===== src/include/dph_pkg.sv =====
// package: register map, field layout, reset values and timing for the dpll history/phase block
package dph_pkg;

  // ------------------------------------------------------------
  // timing
  // ------------------------------------------------------------
  localparam int CLK_PERIOD_NS = 100;
  localparam int MS_NS         = 1000000;
  localparam int US_NS         = 1000;
  // exact divisions, so rounding up or down gives the same count
  localparam int MS_CYCLES_DEF = MS_NS / CLK_PERIOD_NS;
  localparam int US_CYCLES_INT = (US_NS / CLK_PERIOD_NS < 1) ? 1 : US_NS / CLK_PERIOD_NS;
  localparam logic [3:0] US_CYCLES = 4'(US_CYCLES_INT);

  // ------------------------------------------------------------
  // register indices (byte address = 4 * index)
  // ------------------------------------------------------------
  localparam logic [13:0] IDX_HIST_TMR_LO = 14'h040b;
  localparam logic [13:0] IDX_HIST_TMR_HI = 14'h040c;
  localparam logic [13:0] IDX_HIST_MODE   = 14'h040d;
  localparam logic [13:0] IDX_FIX_PH_B0   = 14'h040e;
  localparam logic [13:0] IDX_FIX_PH_B1   = 14'h040f;
  localparam logic [13:0] IDX_FIX_PH_B2   = 14'h0410;
  localparam logic [13:0] IDX_FIX_PH_B3   = 14'h0411;
  localparam logic [13:0] IDX_STEP_LO     = 14'h0412;
  localparam logic [13:0] IDX_STEP_HI     = 14'h0413;
  localparam logic [13:0] IDX_SLEW_LO     = 14'h0414;
  localparam logic [13:0] IDX_SLEW_HI     = 14'h0415;
  localparam logic [13:0] IDX_STATUS      = 14'h0418;
  localparam logic [13:0] IDX_HOLD_B0     = 14'h0419;
  localparam logic [13:0] IDX_HOLD_B1     = 14'h041a;
  localparam logic [13:0] IDX_HOLD_B2     = 14'h041b;
  localparam logic [13:0] IDX_HOLD_B3     = 14'h041c;

  // ------------------------------------------------------------
  // field layout
  // ------------------------------------------------------------
  localparam int FALLBACK_BIT = 4;
  localparam int PERSIST_BIT  = 3;
  localparam int INCAVG_LSB   = 0;
  localparam int INCAVG_W     = 3;
  localparam logic [7:0] MODE_MASK   = 8'h1f;
  localparam logic [7:0] TOP6_MASK   = 8'h3f;
  localparam int ST_HIST_VALID_BIT   = 0;
  localparam int ST_FIRST_DONE_BIT   = 1;
  localparam int ST_SLEWING_BIT      = 2;
  localparam int ST_HOLD_SRC_LSB     = 3;

  // ------------------------------------------------------------
  // reset values
  // ------------------------------------------------------------
  localparam logic [15:0] HIST_TMR_RST = 16'h000a;
  localparam logic [7:0]  HIST_MODE_RST = 8'h00;
  localparam logic [29:0] FIX_PH_RST   = 30'h00000000;
  localparam logic [15:0] STEP_RST     = 16'h0000;
  localparam logic [15:0] SLEW_RST     = 16'h0000;

  // ------------------------------------------------------------
  // enumerations and carriers
  // ------------------------------------------------------------
  typedef enum logic [1:0] {
    DPH_SRC_NONE    = 2'b00,
    DPH_SRC_HISTORY = 2'b01,
    DPH_SRC_FREERUN = 2'b10,
    DPH_SRC_LOOP    = 2'b11
  } dph_hold_src_t;

  typedef struct packed {
    logic       fallback;
    logic       persist;
    logic [2:0] inc_avg;
  } dph_hist_cfg_t;

  typedef struct packed {
    logic        valid;
    logic [29:0] word;
  } dph_tword_t;

endpackage


===== src/design/dph_ctrl.sv =====
// dpll holdover history, fixed/incremental phase offset and slew limiter with apb registers
`timescale 1ns/1ps
`default_nettype none

module dph_ctrl #(
  parameter int unsigned MS_CYCLES = dph_pkg::MS_CYCLES_DEF  // clocks per millisecond
) (
  input  wire logic                   pclk,          // system clock, 10 MHz
  input  wire logic                   presetn,       // async reset, active low
  input  wire logic                   psel,          // apb select
  input  wire logic                   penable,       // apb enable
  input  wire logic                   pwrite,        // apb write
  input  wire logic [15:0]            paddr,         // apb byte address
  input  wire logic [31:0]            pwdata,        // apb write data
  output logic                        pready,        // apb ready
  output logic [31:0]                 prdata,        // apb read data
  output logic                        pslverr,       // apb error on unmapped
  input  wire dph_pkg::dph_tword_t    loop_tword,    // live loop tuning word
  input  wire logic [29:0]            free_run_word, // stored free-running word
  input  wire logic                   ref_switch,    // pulse: new reference chosen
  input  wire logic                   hold_enter,    // pulse: holdover entered
  input  wire logic                   loop_locked,   // level: loop is locked
  input  wire logic                   step_up,       // pulse: add one phase step
  input  wire logic                   step_down,     // pulse: subtract one phase step
  output logic [29:0]                 hold_word,     // tuning word used in holdover
  output dph_pkg::dph_hold_src_t      hold_src,      // where hold_word came from
  output logic                        hist_valid,    // history exists
  output logic                        hist_update,   // pulse: history refreshed
  output logic [29:0]                 phase_offset,  // slewed signed offset, ps
  output logic                        slewing        // offset still moving
);

  // ------------------------------------------------------------
  // configuration registers
  // ------------------------------------------------------------
  logic [15:0]            hist_tmr;
  dph_pkg::dph_hist_cfg_t hist_cfg;
  logic [29:0]            fix_phase;
  logic [15:0]            step_size;
  logic [15:0]            slew_limit;

  // ------------------------------------------------------------
  // apb decode
  // ------------------------------------------------------------
  logic [13:0] idx;
  logic        aligned;
  logic        acc;
  logic        wr_go;
  logic        hit_tmr_lo;
  logic        hit_tmr_hi;
  logic        hit_mode;
  logic        hit_fp0;
  logic        hit_fp1;
  logic        hit_fp2;
  logic        hit_fp3;
  logic        hit_st_lo;
  logic        hit_st_hi;
  logic        hit_sl_lo;
  logic        hit_sl_hi;
  logic        hit_status;
  logic        hit_hold0;
  logic        hit_hold1;
  logic        hit_hold2;
  logic        hit_hold3;
  logic        mapped;
  logic [7:0]  wbyte;
  logic [7:0]  rd_byte;
  logic [7:0]  status_byte;
  logic        sched_first_done;

  assign idx        = paddr[15:2];
  assign aligned    = (paddr[1:0] == 2'b00);
  // access phase; the answer comes one cycle into it, from a flop
  assign acc        = psel && penable;
  assign wr_go      = acc && pready && pwrite && mapped;
  assign wbyte      = pwdata[7:0];
  assign hit_tmr_lo = aligned && (idx == dph_pkg::IDX_HIST_TMR_LO);
  assign hit_tmr_hi = aligned && (idx == dph_pkg::IDX_HIST_TMR_HI);
  assign hit_mode   = aligned && (idx == dph_pkg::IDX_HIST_MODE);
  assign hit_fp0    = aligned && (idx == dph_pkg::IDX_FIX_PH_B0);
  assign hit_fp1    = aligned && (idx == dph_pkg::IDX_FIX_PH_B1);
  assign hit_fp2    = aligned && (idx == dph_pkg::IDX_FIX_PH_B2);
  assign hit_fp3    = aligned && (idx == dph_pkg::IDX_FIX_PH_B3);
  assign hit_st_lo  = aligned && (idx == dph_pkg::IDX_STEP_LO);
  assign hit_st_hi  = aligned && (idx == dph_pkg::IDX_STEP_HI);
  assign hit_sl_lo  = aligned && (idx == dph_pkg::IDX_SLEW_LO);
  assign hit_sl_hi  = aligned && (idx == dph_pkg::IDX_SLEW_HI);
  assign hit_status = aligned && (idx == dph_pkg::IDX_STATUS);
  assign hit_hold0  = aligned && (idx == dph_pkg::IDX_HOLD_B0);
  assign hit_hold1  = aligned && (idx == dph_pkg::IDX_HOLD_B1);
  assign hit_hold2  = aligned && (idx == dph_pkg::IDX_HOLD_B2);
  assign hit_hold3  = aligned && (idx == dph_pkg::IDX_HOLD_B3);
  assign mapped     = hit_tmr_lo | hit_tmr_hi | hit_mode | hit_fp0 | hit_fp1 | hit_fp2 |
                      hit_fp3 | hit_st_lo | hit_st_hi | hit_sl_lo | hit_sl_hi | hit_status |
                      hit_hold0 | hit_hold1 | hit_hold2 | hit_hold3;

  assign status_byte = {3'b000, hold_src, slewing, sched_first_done, hist_valid};

  // multi-byte fields: lowest index carries the least significant byte
  assign rd_byte = hit_tmr_lo ? hist_tmr[7:0] :
                   hit_tmr_hi ? hist_tmr[15:8] :
                   hit_mode   ? {3'b000, hist_cfg} :
                   hit_fp0    ? fix_phase[7:0] :
                   hit_fp1    ? fix_phase[15:8] :
                   hit_fp2    ? fix_phase[23:16] :
                   hit_fp3    ? {2'b00, fix_phase[29:24]} :
                   hit_st_lo  ? step_size[7:0] :
                   hit_st_hi  ? step_size[15:8] :
                   hit_sl_lo  ? slew_limit[7:0] :
                   hit_sl_hi  ? slew_limit[15:8] :
                   hit_status ? status_byte :
                   hit_hold0  ? hold_word[7:0] :
                   hit_hold1  ? hold_word[15:8] :
                   hit_hold2  ? hold_word[23:16] :
                   hit_hold3  ? {2'b00, hold_word[29:24]} :
                   8'h00;

  // one wait state: pready rises on the second access cycle
  always_ff @(posedge pclk or negedge presetn) begin
    if (!presetn) begin
      pready  <= 1'b0;
      prdata  <= 32'h00000000;
      pslverr <= 1'b0;
    end else begin
      pready  <= acc && !pready;
      prdata  <= (acc && !pready && !pwrite) ? {24'h000000, rd_byte} : 32'h00000000;
      pslverr <= acc && !pready && !mapped;
    end
  end

  // ------------------------------------------------------------
  // register writes
  // ------------------------------------------------------------
  always_ff @(posedge pclk or negedge presetn) begin
    if (!presetn) begin
      hist_tmr   <= dph_pkg::HIST_TMR_RST;
      hist_cfg   <= dph_pkg::dph_hist_cfg_t'(dph_pkg::HIST_MODE_RST[4:0]);
      fix_phase  <= dph_pkg::FIX_PH_RST;
      step_size  <= dph_pkg::STEP_RST;
      slew_limit <= dph_pkg::SLEW_RST;
    end else if (wr_go) begin
      if (hit_tmr_lo) hist_tmr[7:0] <= wbyte;
      if (hit_tmr_hi) hist_tmr[15:8] <= wbyte;
      if (hit_mode) hist_cfg <= dph_pkg::dph_hist_cfg_t'(wbyte[4:0] & dph_pkg::MODE_MASK[4:0]);
      if (hit_fp0) fix_phase[7:0] <= wbyte;
      if (hit_fp1) fix_phase[15:8] <= wbyte;
      if (hit_fp2) fix_phase[23:16] <= wbyte;
      if (hit_fp3) fix_phase[29:24] <= wbyte[5:0] & dph_pkg::TOP6_MASK[5:0];
      if (hit_st_lo) step_size[7:0] <= wbyte;
      if (hit_st_hi) step_size[15:8] <= wbyte;
      if (hit_sl_lo) slew_limit[7:0] <= wbyte;
      if (hit_sl_hi) slew_limit[15:8] <= wbyte;
    end
  end

  // ------------------------------------------------------------
  // millisecond and microsecond strobes
  // ------------------------------------------------------------
  logic [15:0] ms_cnt;
  logic        ms_tick;
  logic [3:0]  us_cnt;
  logic        us_tick;

  assign ms_tick = (ms_cnt == 16'(MS_CYCLES - 1));
  assign us_tick = (us_cnt == (dph_pkg::US_CYCLES - 4'h1));

  always_ff @(posedge pclk or negedge presetn) begin
    if (!presetn) begin
      ms_cnt <= 16'h0000;
      us_cnt <= 4'h0;
    end else begin
      ms_cnt <= ms_tick ? 16'h0000 : ms_cnt + 16'h0001;
      us_cnt <= us_tick ? 4'h0 : us_cnt + 4'h1;
    end
  end

  // ------------------------------------------------------------
  // tuning-word averaging and history
  // ------------------------------------------------------------
  logic        clear_hist;
  logic        sched_update;
  logic [29:0] avg_word;
  logic        avg_seeded;
  logic [30:0] avg_diff;
  logic [29:0] next_avg;
  logic [29:0] hist_word;
  logic [29:0] last_loop;
  logic        loop_seen;

  assign clear_hist = ref_switch && !hist_cfg.persist;

  dph_hist_sched u_sched (
    .pclk       (pclk),
    .presetn    (presetn),
    .ms_tick    (ms_tick),
    .restart    (clear_hist),
    .interval   (hist_tmr),
    .inc_avg    (hist_cfg.inc_avg),
    .update     (sched_update),
    .first_done (sched_first_done)
  );

  // first-order average, half weight per millisecond sample; cheap and needs no divider
  assign avg_diff = {loop_tword.word[29], loop_tword.word} - {avg_word[29], avg_word};
  assign next_avg = avg_word + avg_diff[30:1];

  always_ff @(posedge pclk or negedge presetn) begin
    if (!presetn) begin
      avg_word   <= 30'h00000000;
      avg_seeded <= 1'b0;
      last_loop  <= 30'h00000000;
      loop_seen  <= 1'b0;
    end else begin
      if (loop_tword.valid) begin
        last_loop <= loop_tword.word;
        loop_seen <= 1'b1;
      end
      if (clear_hist) begin
        avg_seeded <= 1'b0;
      end else if (ms_tick && loop_tword.valid) begin
        avg_word   <= avg_seeded ? next_avg : loop_tword.word;
        avg_seeded <= 1'b1;
      end
    end
  end

  // a fresh update wins over a clear arriving in the same cycle
  always_ff @(posedge pclk or negedge presetn) begin
    if (!presetn) begin
      hist_word   <= 30'h00000000;
      hist_valid  <= 1'b0;
      hist_update <= 1'b0;
    end else begin
      hist_update <= sched_update && avg_seeded;
      if (sched_update && avg_seeded) begin
        hist_word  <= avg_word;
        hist_valid <= 1'b1;
      end else if (clear_hist) begin
        hist_valid <= 1'b0;
      end
    end
  end

  // ------------------------------------------------------------
  // holdover word selection
  // ------------------------------------------------------------
  logic [29:0]            sel_word;
  dph_pkg::dph_hold_src_t sel_src;

  assign sel_src  = hist_valid ? dph_pkg::DPH_SRC_HISTORY :
                    (hist_cfg.fallback && loop_seen) ? dph_pkg::DPH_SRC_LOOP :
                    dph_pkg::DPH_SRC_FREERUN;
  assign sel_word = hist_valid ? hist_word :
                    (hist_cfg.fallback && loop_seen) ? last_loop : free_run_word;

  always_ff @(posedge pclk or negedge presetn) begin
    if (!presetn) begin
      hold_word <= 30'h00000000;
      hold_src  <= dph_pkg::DPH_SRC_NONE;
    end else if (hold_enter) begin
      hold_word <= sel_word;
      hold_src  <= sel_src;
    end
  end

  // ------------------------------------------------------------
  // phase offset target and slew limiter
  // ------------------------------------------------------------
  logic [29:0] step_acc;
  logic [29:0] target;
  logic [30:0] ph_diff;
  logic [30:0] lim_ext;
  logic        over_up;
  logic        over_dn;
  logic [29:0] next_phase;

  // steps only count while the loop is locked; zero size leaves offset alone
  always_ff @(posedge pclk or negedge presetn) begin
    if (!presetn) begin
      step_acc <= 30'h00000000;
    end else if (loop_locked && (step_up != step_down)) begin
      step_acc <= step_up ? step_acc + {14'h0000, step_size} :
                            step_acc - {14'h0000, step_size};
    end
  end

  assign target  = fix_phase + step_acc;
  assign ph_diff = {target[29], target} - {phase_offset[29], phase_offset};
  // 1 us/s of slew equals 1 ps of movement per microsecond
  assign lim_ext = {15'h0000, slew_limit};
  assign over_up = !ph_diff[30] && (ph_diff > lim_ext);
  assign over_dn = ph_diff[30] && ((31'h00000000 - ph_diff) > lim_ext);

  assign next_phase = (slew_limit == 16'h0000) ? target :
                      !us_tick ? phase_offset :
                      over_up ? phase_offset + {14'h0000, slew_limit} :
                      over_dn ? phase_offset - {14'h0000, slew_limit} :
                      target;

  always_ff @(posedge pclk or negedge presetn) begin
    if (!presetn) begin
      phase_offset <= dph_pkg::FIX_PH_RST;
      slewing      <= 1'b0;
    end else begin
      phase_offset <= next_phase;
      slewing      <= (next_phase != target);
    end
  end

endmodule

`default_nettype wire


===== src/design/dph_hist_sched.sv =====
// history update scheduler: full-interval and early fractional update points
`timescale 1ns/1ps
`default_nettype none

module dph_hist_sched (
  input  wire logic        pclk,       // system clock
  input  wire logic        presetn,    // async reset, active low
  input  wire logic        ms_tick,    // one-cycle millisecond strobe
  input  wire logic        restart,    // start a fresh first interval
  input  wire logic [15:0] interval,   // full averaging interval in ms
  input  wire logic [2:0]  inc_avg,    // incremental-average setting
  output logic             update,     // one-cycle history update pulse
  output logic             first_done  // first full interval completed
);

  logic [15:0] elapsed;
  logic [15:0] next_elapsed;
  logic [7:1]  frac_hit;
  logic        full_hit;
  logic        early_hit;

  // ------------------------------------------------------------
  // fractional points 1/2 .. 1/256 of the interval
  // ------------------------------------------------------------
  genvar k;
  generate
    for (k = 1; k <= 7; k++) begin : g_frac
      // point T/2^k counts while k <= setting; a zero point is dropped
      assign frac_hit[k] = (inc_avg >= 3'(k)) && ((interval >> k) != 16'h0000) &&
                           (next_elapsed == (interval >> k));
    end
  endgenerate

  // 1/256 lies below the 1/128 loop bound, checked on its own
  logic hit_256;
  assign hit_256 = (inc_avg == 3'h7) && ((interval >> 8) != 16'h0000) &&
                   (next_elapsed == (interval >> 8));

  // zero interval never updates; software must not program it
  assign full_hit  = ms_tick && (interval != 16'h0000) && (next_elapsed >= interval);
  assign early_hit = ms_tick && !first_done && ((|frac_hit) || hit_256);
  assign next_elapsed = elapsed + 16'h0001;

  always_ff @(posedge pclk or negedge presetn) begin
    if (!presetn) begin
      elapsed    <= 16'h0000;
      update     <= 1'b0;
      first_done <= 1'b0;
    end else if (restart) begin
      elapsed    <= 16'h0000;
      update     <= 1'b0;
      first_done <= 1'b0;
    end else begin
      update <= full_hit || early_hit;
      if (full_hit) begin
        elapsed    <= 16'h0000;
        first_done <= 1'b1;
      end else if (ms_tick) begin
        elapsed <= next_elapsed;
      end
    end
  end

endmodule

`default_nettype wire


===== config.mk =====
export PLATFORM = sky130hd
export DESIGN_NAME = dph_ctrl
export DESIGN_NICKNAME = d
export VERILOG_FILES = /design/src/include/dph_pkg.sv /design/src/design/dph_ctrl.sv /design/src/design/dph_hist_sched.sv
export SDC_FILE = /design/constraint.sdc
export NUM_CORES = 1
export LEC_CHECK = 0
export ABC_AREA = 1
export BUFFER_PORTS_ARGS = -buffer_cell sky130_fd_sc_hd__clkbuf_2
export CORE_ASPECT_RATIO = 1.2
export CORE_MARGIN = 1.5
export CORE_UTILIZATION = 38
export CTS_CLUSTER_DIAMETER = 40
export DETAILED_ROUTE_END_ITERATION = 10
export GPL_TIMING_DRIVEN = 0
export PLACE_DENSITY = 0.62
export RECOVER_POWER = 50
export SYNTH_ARGS = -nofsm -noshare
export SYNTH_HDL_FRONTEND = slang
export SYNTH_HIERARCHICAL = 1
export SYNTH_SLANG_ARGS = --single-unit

===== constraint.sdc =====
create_clock -name pclk -period 7.2 [get_ports pclk]
set_clock_uncertainty 0.15 [all_clocks]
set_input_delay 1.44 -clock pclk [delete_from_list [all_inputs] [get_ports pclk]]
set_output_delay 1.44 -clock pclk [all_outputs]
set_load 0.01 [all_outputs]

* After elaboration in Yosys (flattened, before gate mapping)
Cells that the tools add are included.
Operators by class: $add $sub $neg 12, $mul 0, divide/modulo/power cells 0, magnitude comparators 10, equality and inequality tests 29, shifts and indexed selects 0, mux-type cells 39, bitwise operators 16, reductions and logical operators 86
Operators by type and width (number):
- $mux 30 | 8
- $eq 14x11->1 const B | 16
- $reduce_bool 16->1 | 9
- $mux 8 | 16
- $mux 16 | 4
- $gt 31x16->1 | 2
- $sub 30x30->31 | 2
- $add 30x16->30 | 2
- $add 30x30->30 | 2
- $sub 30x16->30 | 2
- $logic_and 1x1->1 | 50
- $add 16x1->16 const B | 2
- $sub 1x31->31 const A | 1
- $ne 30x30->1 | 1
- $reduce_and 2->1 | 12
- $eq 16x10->1 | 1
- $eq 16x11->1 | 1
- $eq 16x12->1 | 1
- $eq 16x13->1 | 1
- $eq 16x14->1 | 1
- $eq 16x14->1 const B | 1
- $eq 16x15->1 | 1
- $eq 16x8->1 | 1
- $eq 16x9->1 | 1
- other kinds (21) | 54
Storage, ports and cells: flip-flop bits (word level) 318, bits in latches 0, RAM bits 0, bits in read-only memories 0, bits of input ports 119, output and inout bits 99, logic and storage cells 225, memories 0

* Logic depth before layout (Yosys ltp)
depth in word-level cells 19, mapped depth 49, mapped depth without buffers 48

* Hierarchy
The synthesis kept the hierarchy.
Modules (own cells, without submodules):
- dph_ctrl | instances 1, cells an instance 4021, area an instance 26797.0 um^2, seq. area each 7509.7 um^2
- dph_hist_sched | instances 1, cells an instance 634, area an instance 3453.3 um^2, seq. area each 450.4 um^2

* Worst setup path before layout
No wires, ideal clock.
path type register to register, start reg fix_phase[0], end reg slewing, setup time 0.119 ns, arrival time 5.850 ns, data required time 6.931 ns, setup slack 1.082 ns, stages on the path, launching flop included 44, clock period less this slack 6.118 ns, cell sequence dfrtp_1 ha_1 fa_1 nand3_1 nand3_1 a21oi_1 o21ai_0 a21boi_0 o21ai_0 xor2_1 ha_1 nand2_1 inv_1 nand2_1 inv_1 a21oi_2 nand2_2 nand2_1 (+8 left out) nor3_1 nand3_1 nor2_1 nand3_1 nand2_1 nand2_2 buf_6 buf_6 nand4_1 nand3_1 nand2_1 nand2_1 nand3_1 nand2_1 nor2_1 nand3_1 nor2_1 nand2_1
On the way: cells in the longest elaborated chain, start to end 10, elaborated cells between the ends (all ways) 13, classes of those cells add/sub: 3; order compare: 2; eq/ne: 1; mux: 4; reduce/logical: 3
RTL lines:
- start, declared | line dph_ctrl.sv:38 | logic [29:0] fix_phase;
- start signal, assigned | line dph_ctrl.sv:138 | fix_phase <= dph_pkg::FIX_PH_RST;
- start signal, assigned | line dph_ctrl.sv:145 | if (hit_fp0) fix_phase[7:0] <= wbyte;
- $add 30x30->30 * | line dph_ctrl.sv:287 | assign target = fix_phase + step_acc;
- $sub 30x30->31 | line dph_ctrl.sv:288 | assign ph_diff = {target[29], target} - {phase_offset[29], phase_offset};
- $sub 1x31->31 | line dph_ctrl.sv:292 | assign over_dn = ph_diff[30] && ((31'h00000000 - ph_diff) > lim_ext);
- $gt 31x16->1 | line dph_ctrl.sv:292
- $logic_and 1x1->1 | line dph_ctrl.sv:292
- $mux 30 | line dph_ctrl.sv:297 | over_dn ? phase_offset - {14'h0000, slew_limit} :
- $mux 30 | line dph_ctrl.sv:296 | over_up ? phase_offset + {14'h0000, slew_limit} :
- $mux 30 | line dph_ctrl.sv:295 | !us_tick ? phase_offset :
- $mux 30 | line dph_ctrl.sv:294 | assign next_phase = (slew_limit == 16'h0000) ? target :
- $ne 30x30->1 * | line dph_ctrl.sv:306 | slewing <= (next_phase != target);
- end signal, assigned | line dph_ctrl.sv:306
- end, declared | line dph_ctrl.sv:30 | output logic slewing
Every way passes the cells marked *; elsewhere a longest branch is shown, timed or not. A chain may end at the register's enable or synchronous reset.

* Final worst setup path
start reg step_acc[3], end reg slewing
On the way: cells in the longest elaborated chain, start to end 10, elaborated cells between the ends (all ways) 13, classes of those cells add/sub: 3; order compare: 2; eq/ne: 1; mux: 4; reduce/logical: 3
RTL lines:
- start, declared | line dph_ctrl.sv:269 | logic [29:0] step_acc;
- start signal, assigned | line dph_ctrl.sv:282 | step_acc <= step_up ? step_acc + {14'h0000, step_size} :
- $add 30x30->30 * | line dph_ctrl.sv:287
- $sub 30x30->31 | line dph_ctrl.sv:288
- $sub 1x31->31 | line dph_ctrl.sv:292
- $gt 31x16->1 | line dph_ctrl.sv:292
- $logic_and 1x1->1 | line dph_ctrl.sv:292
- $mux 30 | line dph_ctrl.sv:297
- $mux 30 | line dph_ctrl.sv:296
- $mux 30 | line dph_ctrl.sv:295
- $mux 30 | line dph_ctrl.sv:294
- $ne 30x30->1 * | line dph_ctrl.sv:306
Marked as above.

==> impl_metrics.env <==
export IMPL_status="complete, but fails checks"
export IMPL_violations="max-capacitance violations, max-slew violations"
export IMPL_fin_nets=5284
export IMPL_dieArea_um2=81300
export IMPL_fin_crit_sh=0.949
export IMPL_seqPwrFrac=0.174
export IMPL_synth_ff_type="dfrtp_1"
export IMPL_hold_path_class="flip-flop to flip-flop"
export IMPL_slew_headroom=-0.828
export IMPL_synth_top_area_share=0.261
export IMPL_wl_um=113000
export IMPL_yosys_area_share_adder=0.0998
export IMPL_dp_cells=5885
export IMPL_async_flop_share=1.00
export IMPL_io_buffers=168
export IMPL_power_switching_mw=6.24
export IMPL_drt_iter0_drc=2760
export IMPL_swShare=0.512
export IMPL_drive_above_1_share=0.110
export IMPL_cts_tree="built"
export IMPL_p_per_area_nw_per_um2=345
export IMPL_yosysWarnings=6
export IMPL_ys_seq_area_frac=0.263
export IMPL_worstReg2RegEnd="slewing$_DFF_PN0_"
export IMPL_stdcell_count=6014
export IMPL_power_frac_clock=0.233
export IMPL_wire_per_inst_um=18.9
export IMPL_grt_pass1_wl_um=173000
export IMPL_regArea_um2=7960
export IMPL_synth_top_family_by_area="simple AND/OR/NAND/NOR gates"
export IMPL_setup_viol=0
export IMPL_p_int_mw=5.95
export IMPL_clkTransAtPathRegs_ps=60
export IMPL_cp_start_kind="flip-flop"
export IMPL_rows=113
export IMPL_power_frac_comb=0.593
export IMPL_synth_xor_xnor_area_share=0.0589
export IMPL_tightest_slew_ps=2740
export IMPL_firstDrtPassIters=8
export IMPL_reg2reg_depth=37
export IMPL_gr_total_overflow=0
export IMPL_netlist_instances=4655
export IMPL_post_route_drc_count=0
export IMPL_avgSynthCellArea_um2=6.50
export IMPL_synth_top_area_cell="dfrtp_1"
export IMPL_layout_common_cells="1,361 x nand2_1, 531 x inv_1, 346 x o21ai_0"
export IMPL_yosys_area_share_simple=0.329
export IMPL_clk_latency_ps=650
export IMPL_fill_cells=8264
export IMPL_ios=218
export IMPL_crit_end="slewing$_DFF_PN0_"
export IMPL_netlist_area_um2=30300
export IMPL_leakage_nw=18.0
export IMPL_areaGrowthSynthToFinish_pct=16.7
export IMPL_grt_pass1_vias=30440
export IMPL_grtUsageTotal=0.273
export IMPL_crit_reg2reg_launch="step_acc[3]$_DFFE_PN0P_"
export IMPL_cts_buffers=58
export IMPL_vdd_ir_drop_max_v=0.000223
export IMPL_gp_congestion=0.978
export IMPL_critical_path_class="flip-flop to flip-flop"
export IMPL_ys_top_cells_by_area="dfrtp_1 26%, nand2_1 17%, ha_1 9.5%"
export IMPL_vias=32257
export IMPL_synth_edf_count=0
export IMPL_final_core_util=0.447
export IMPL_startpoint="step_acc[3]$_DFFE_PN0P_"
export IMPL_required_ps=7540
export IMPL_synth_seq_cells=318
export IMPL_multi_input_area_um2=20100
export IMPL_grt_antenna_before_repair=8
export IMPL_detailed_place_hpwl_um=90300
export IMPL_cp_end_kind="flip-flop"
export IMPL_root_buffer="clkbuf_16"
export IMPL_min_period_ps=6830
export IMPL_die_h_um=312
export IMPL_max_stage_delay_ps=490
export IMPL_slew_viol_final=138
export IMPL_layout_commonest_cell="nand2_1"
export IMPL_r2r_setup_slack_ps=370
export IMPL_die_w_um=261
export IMPL_timing_fmax_ghz=0.146
export IMPL_synth_compound_area_frac=0.153
export IMPL_cp_data_arrival_time_ps=7170
export IMPL_clockBufferDepth=3
export IMPL_cap_violations=2
export IMPL_cts_sinks=318
export IMPL_synthMuxAreaShare=0.000662
export IMPL_ys_types=59
export IMPL_start_util=0.383
export IMPL_hold_viol_final=0
export IMPL_cts_max_level=2
export IMPL_worstPathMaxFanout=10
export IMPL_critPathSlowestCell="dfrtp_1"
export IMPL_fp_coreArea_um2=79000
export IMPL_antenna_left=0
export IMPL_grt_max_degree=109
export IMPL_viasPerCell=5.36
==> cell type report <==
| cell class | instances | share of cell area |
|---|---|---|
| repair buffers | 190 | 0.0295 |
| diodes | 3 | 0.000213 |
| well taps | 1035 | 0.0367 |
| inverters | 566 | 0.0602 |
| clock buffers | 65 | 0.0427 |
| plain buffers | 159 | 0.0215 |
| multi-input cells | 3635 | 0.570 |
| clock inverters | 43 | 0.0142 |
| flip-flops and latches | 318 | 0.225 |
==> sequential cells by signal (all words and copies together), names as in the netlist, 30 cells and up <==
signal and count:
step_acc 30, hold_word 30, hist_word 30, fix_phase 30, last_loop 30, phase_offset 30, avg_word 30
==> Yosys cell counts, types with 15 or more instances <==
cell,n
inv_2,17
inv_1,531
nand4_1,103
nor2_2,15
nand2_2,32
clkbuf_1,106
a21oi_1,273
nand3_1,340
o22ai_1,40
nand2_1,1380
o211ai_1,22
o311ai_0,32
dfrtp_1,316
xnor2_1,49
nor2_1,354
buf_2,17
ha_1,230
nor3_1,57
clkinv_1,17
buf_4,29
a31oi_1,23
o21ai_0,353
xor2_1,152
==> critical path, delay by kind of cell (launching register included) <==
| family | cells | cell delay (ps) |
|---|---|---|
| adder cells (fa/ha/maj) | 2 | 680 |
| AND/OR/NAND/NOR | 20 | 2220 |
| flip-flops | 1 | 490 |
| AO/OA/AOI/OAI | 7 | 1380 |
| buffers and inverters | 6 | 960 |
| XOR/XNOR | 2 | 740 |
==> routing by layer <==
metal,GRT usage,vias up,share of wire
met5,0,-,0.00059
met4,0.131,10,0.055
met3,0.0496,278,0.068
met2,0.482,1134,0.49
met1,0.316,14942,0.39
li1,-,15893,-
==> power by group through the flow <==
| stage | Sequential, mW | Combinational, mW | Clock [mW] |
|---|---|---|---|
| floorplan | 2.05 | 4.98 | 0 |
| global placement | 2.15 | 6.67 | 0 |
| detailed placement | 2.15 | 6.73 | 0 |
| CTS | 2.12 | 6.83 | 2.88 |
| global route | 2.12 | 8.09 | 2.96 |
| finish | 2.13 | 7.23 | 2.84 |
==> what timing repair did <==
item                       in CTS  in global routing
hold buffers                    0                  0
setup endpoints to repair      31                 24
pin swaps                       2                 25
buffers inserted                3                 15
resized for setup              33                105
==> cells by family after synthesis <==
| group | count (synthesis) |
|---|---|
| AOI/OAI and AO/OA | 827 |
| xor gates and xnor gates | 202 |
| adders and majority gates | 237 |
| buffers and inverters | 725 |
| DFF | 318 |
| muxes | 2 |
| other | 1 |
| and+or+nand+nor | 2343 |
==> per-stage QoR <==
step	hold slack (ps)	worst slack (ps)	instance area [um2]	total power, mW	TNS [ps]
floorplan	283	1080	30300	7.03	0
detailed placement	302	-1100	32600	8.88	-15640
finish	315	368	35300	12.2	0
global route	345	-25.3	35300	13.2	-25.3
global placement	300	-3090	32500	8.82	-969310
CTS	315	8.29	34700	11.8	0
==> worst min path at each step <==
stage                              startpoint                         to  slack, ps  cells after the start
floorplan                 ms_cnt[0]$_DFF_PN0_        ms_cnt[0]$_DFF_PN0_        280                      1
global placement          ms_cnt[0]$_DFF_PN0_        ms_cnt[0]$_DFF_PN0_        300                      1
detailed placement        ms_cnt[0]$_DFF_PN0_        ms_cnt[0]$_DFF_PN0_        300                      1
CTS                       ms_cnt[0]$_DFF_PN0_        ms_cnt[0]$_DFF_PN0_        320                      1
global route        last_loop[19]$_DFFE_PN0P_  last_loop[19]$_DFFE_PN0P_        340                      2
finish                    ms_cnt[0]$_DFF_PN0_        ms_cnt[0]$_DFF_PN0_        320                      1
Power figures use the tool's default switching activity.
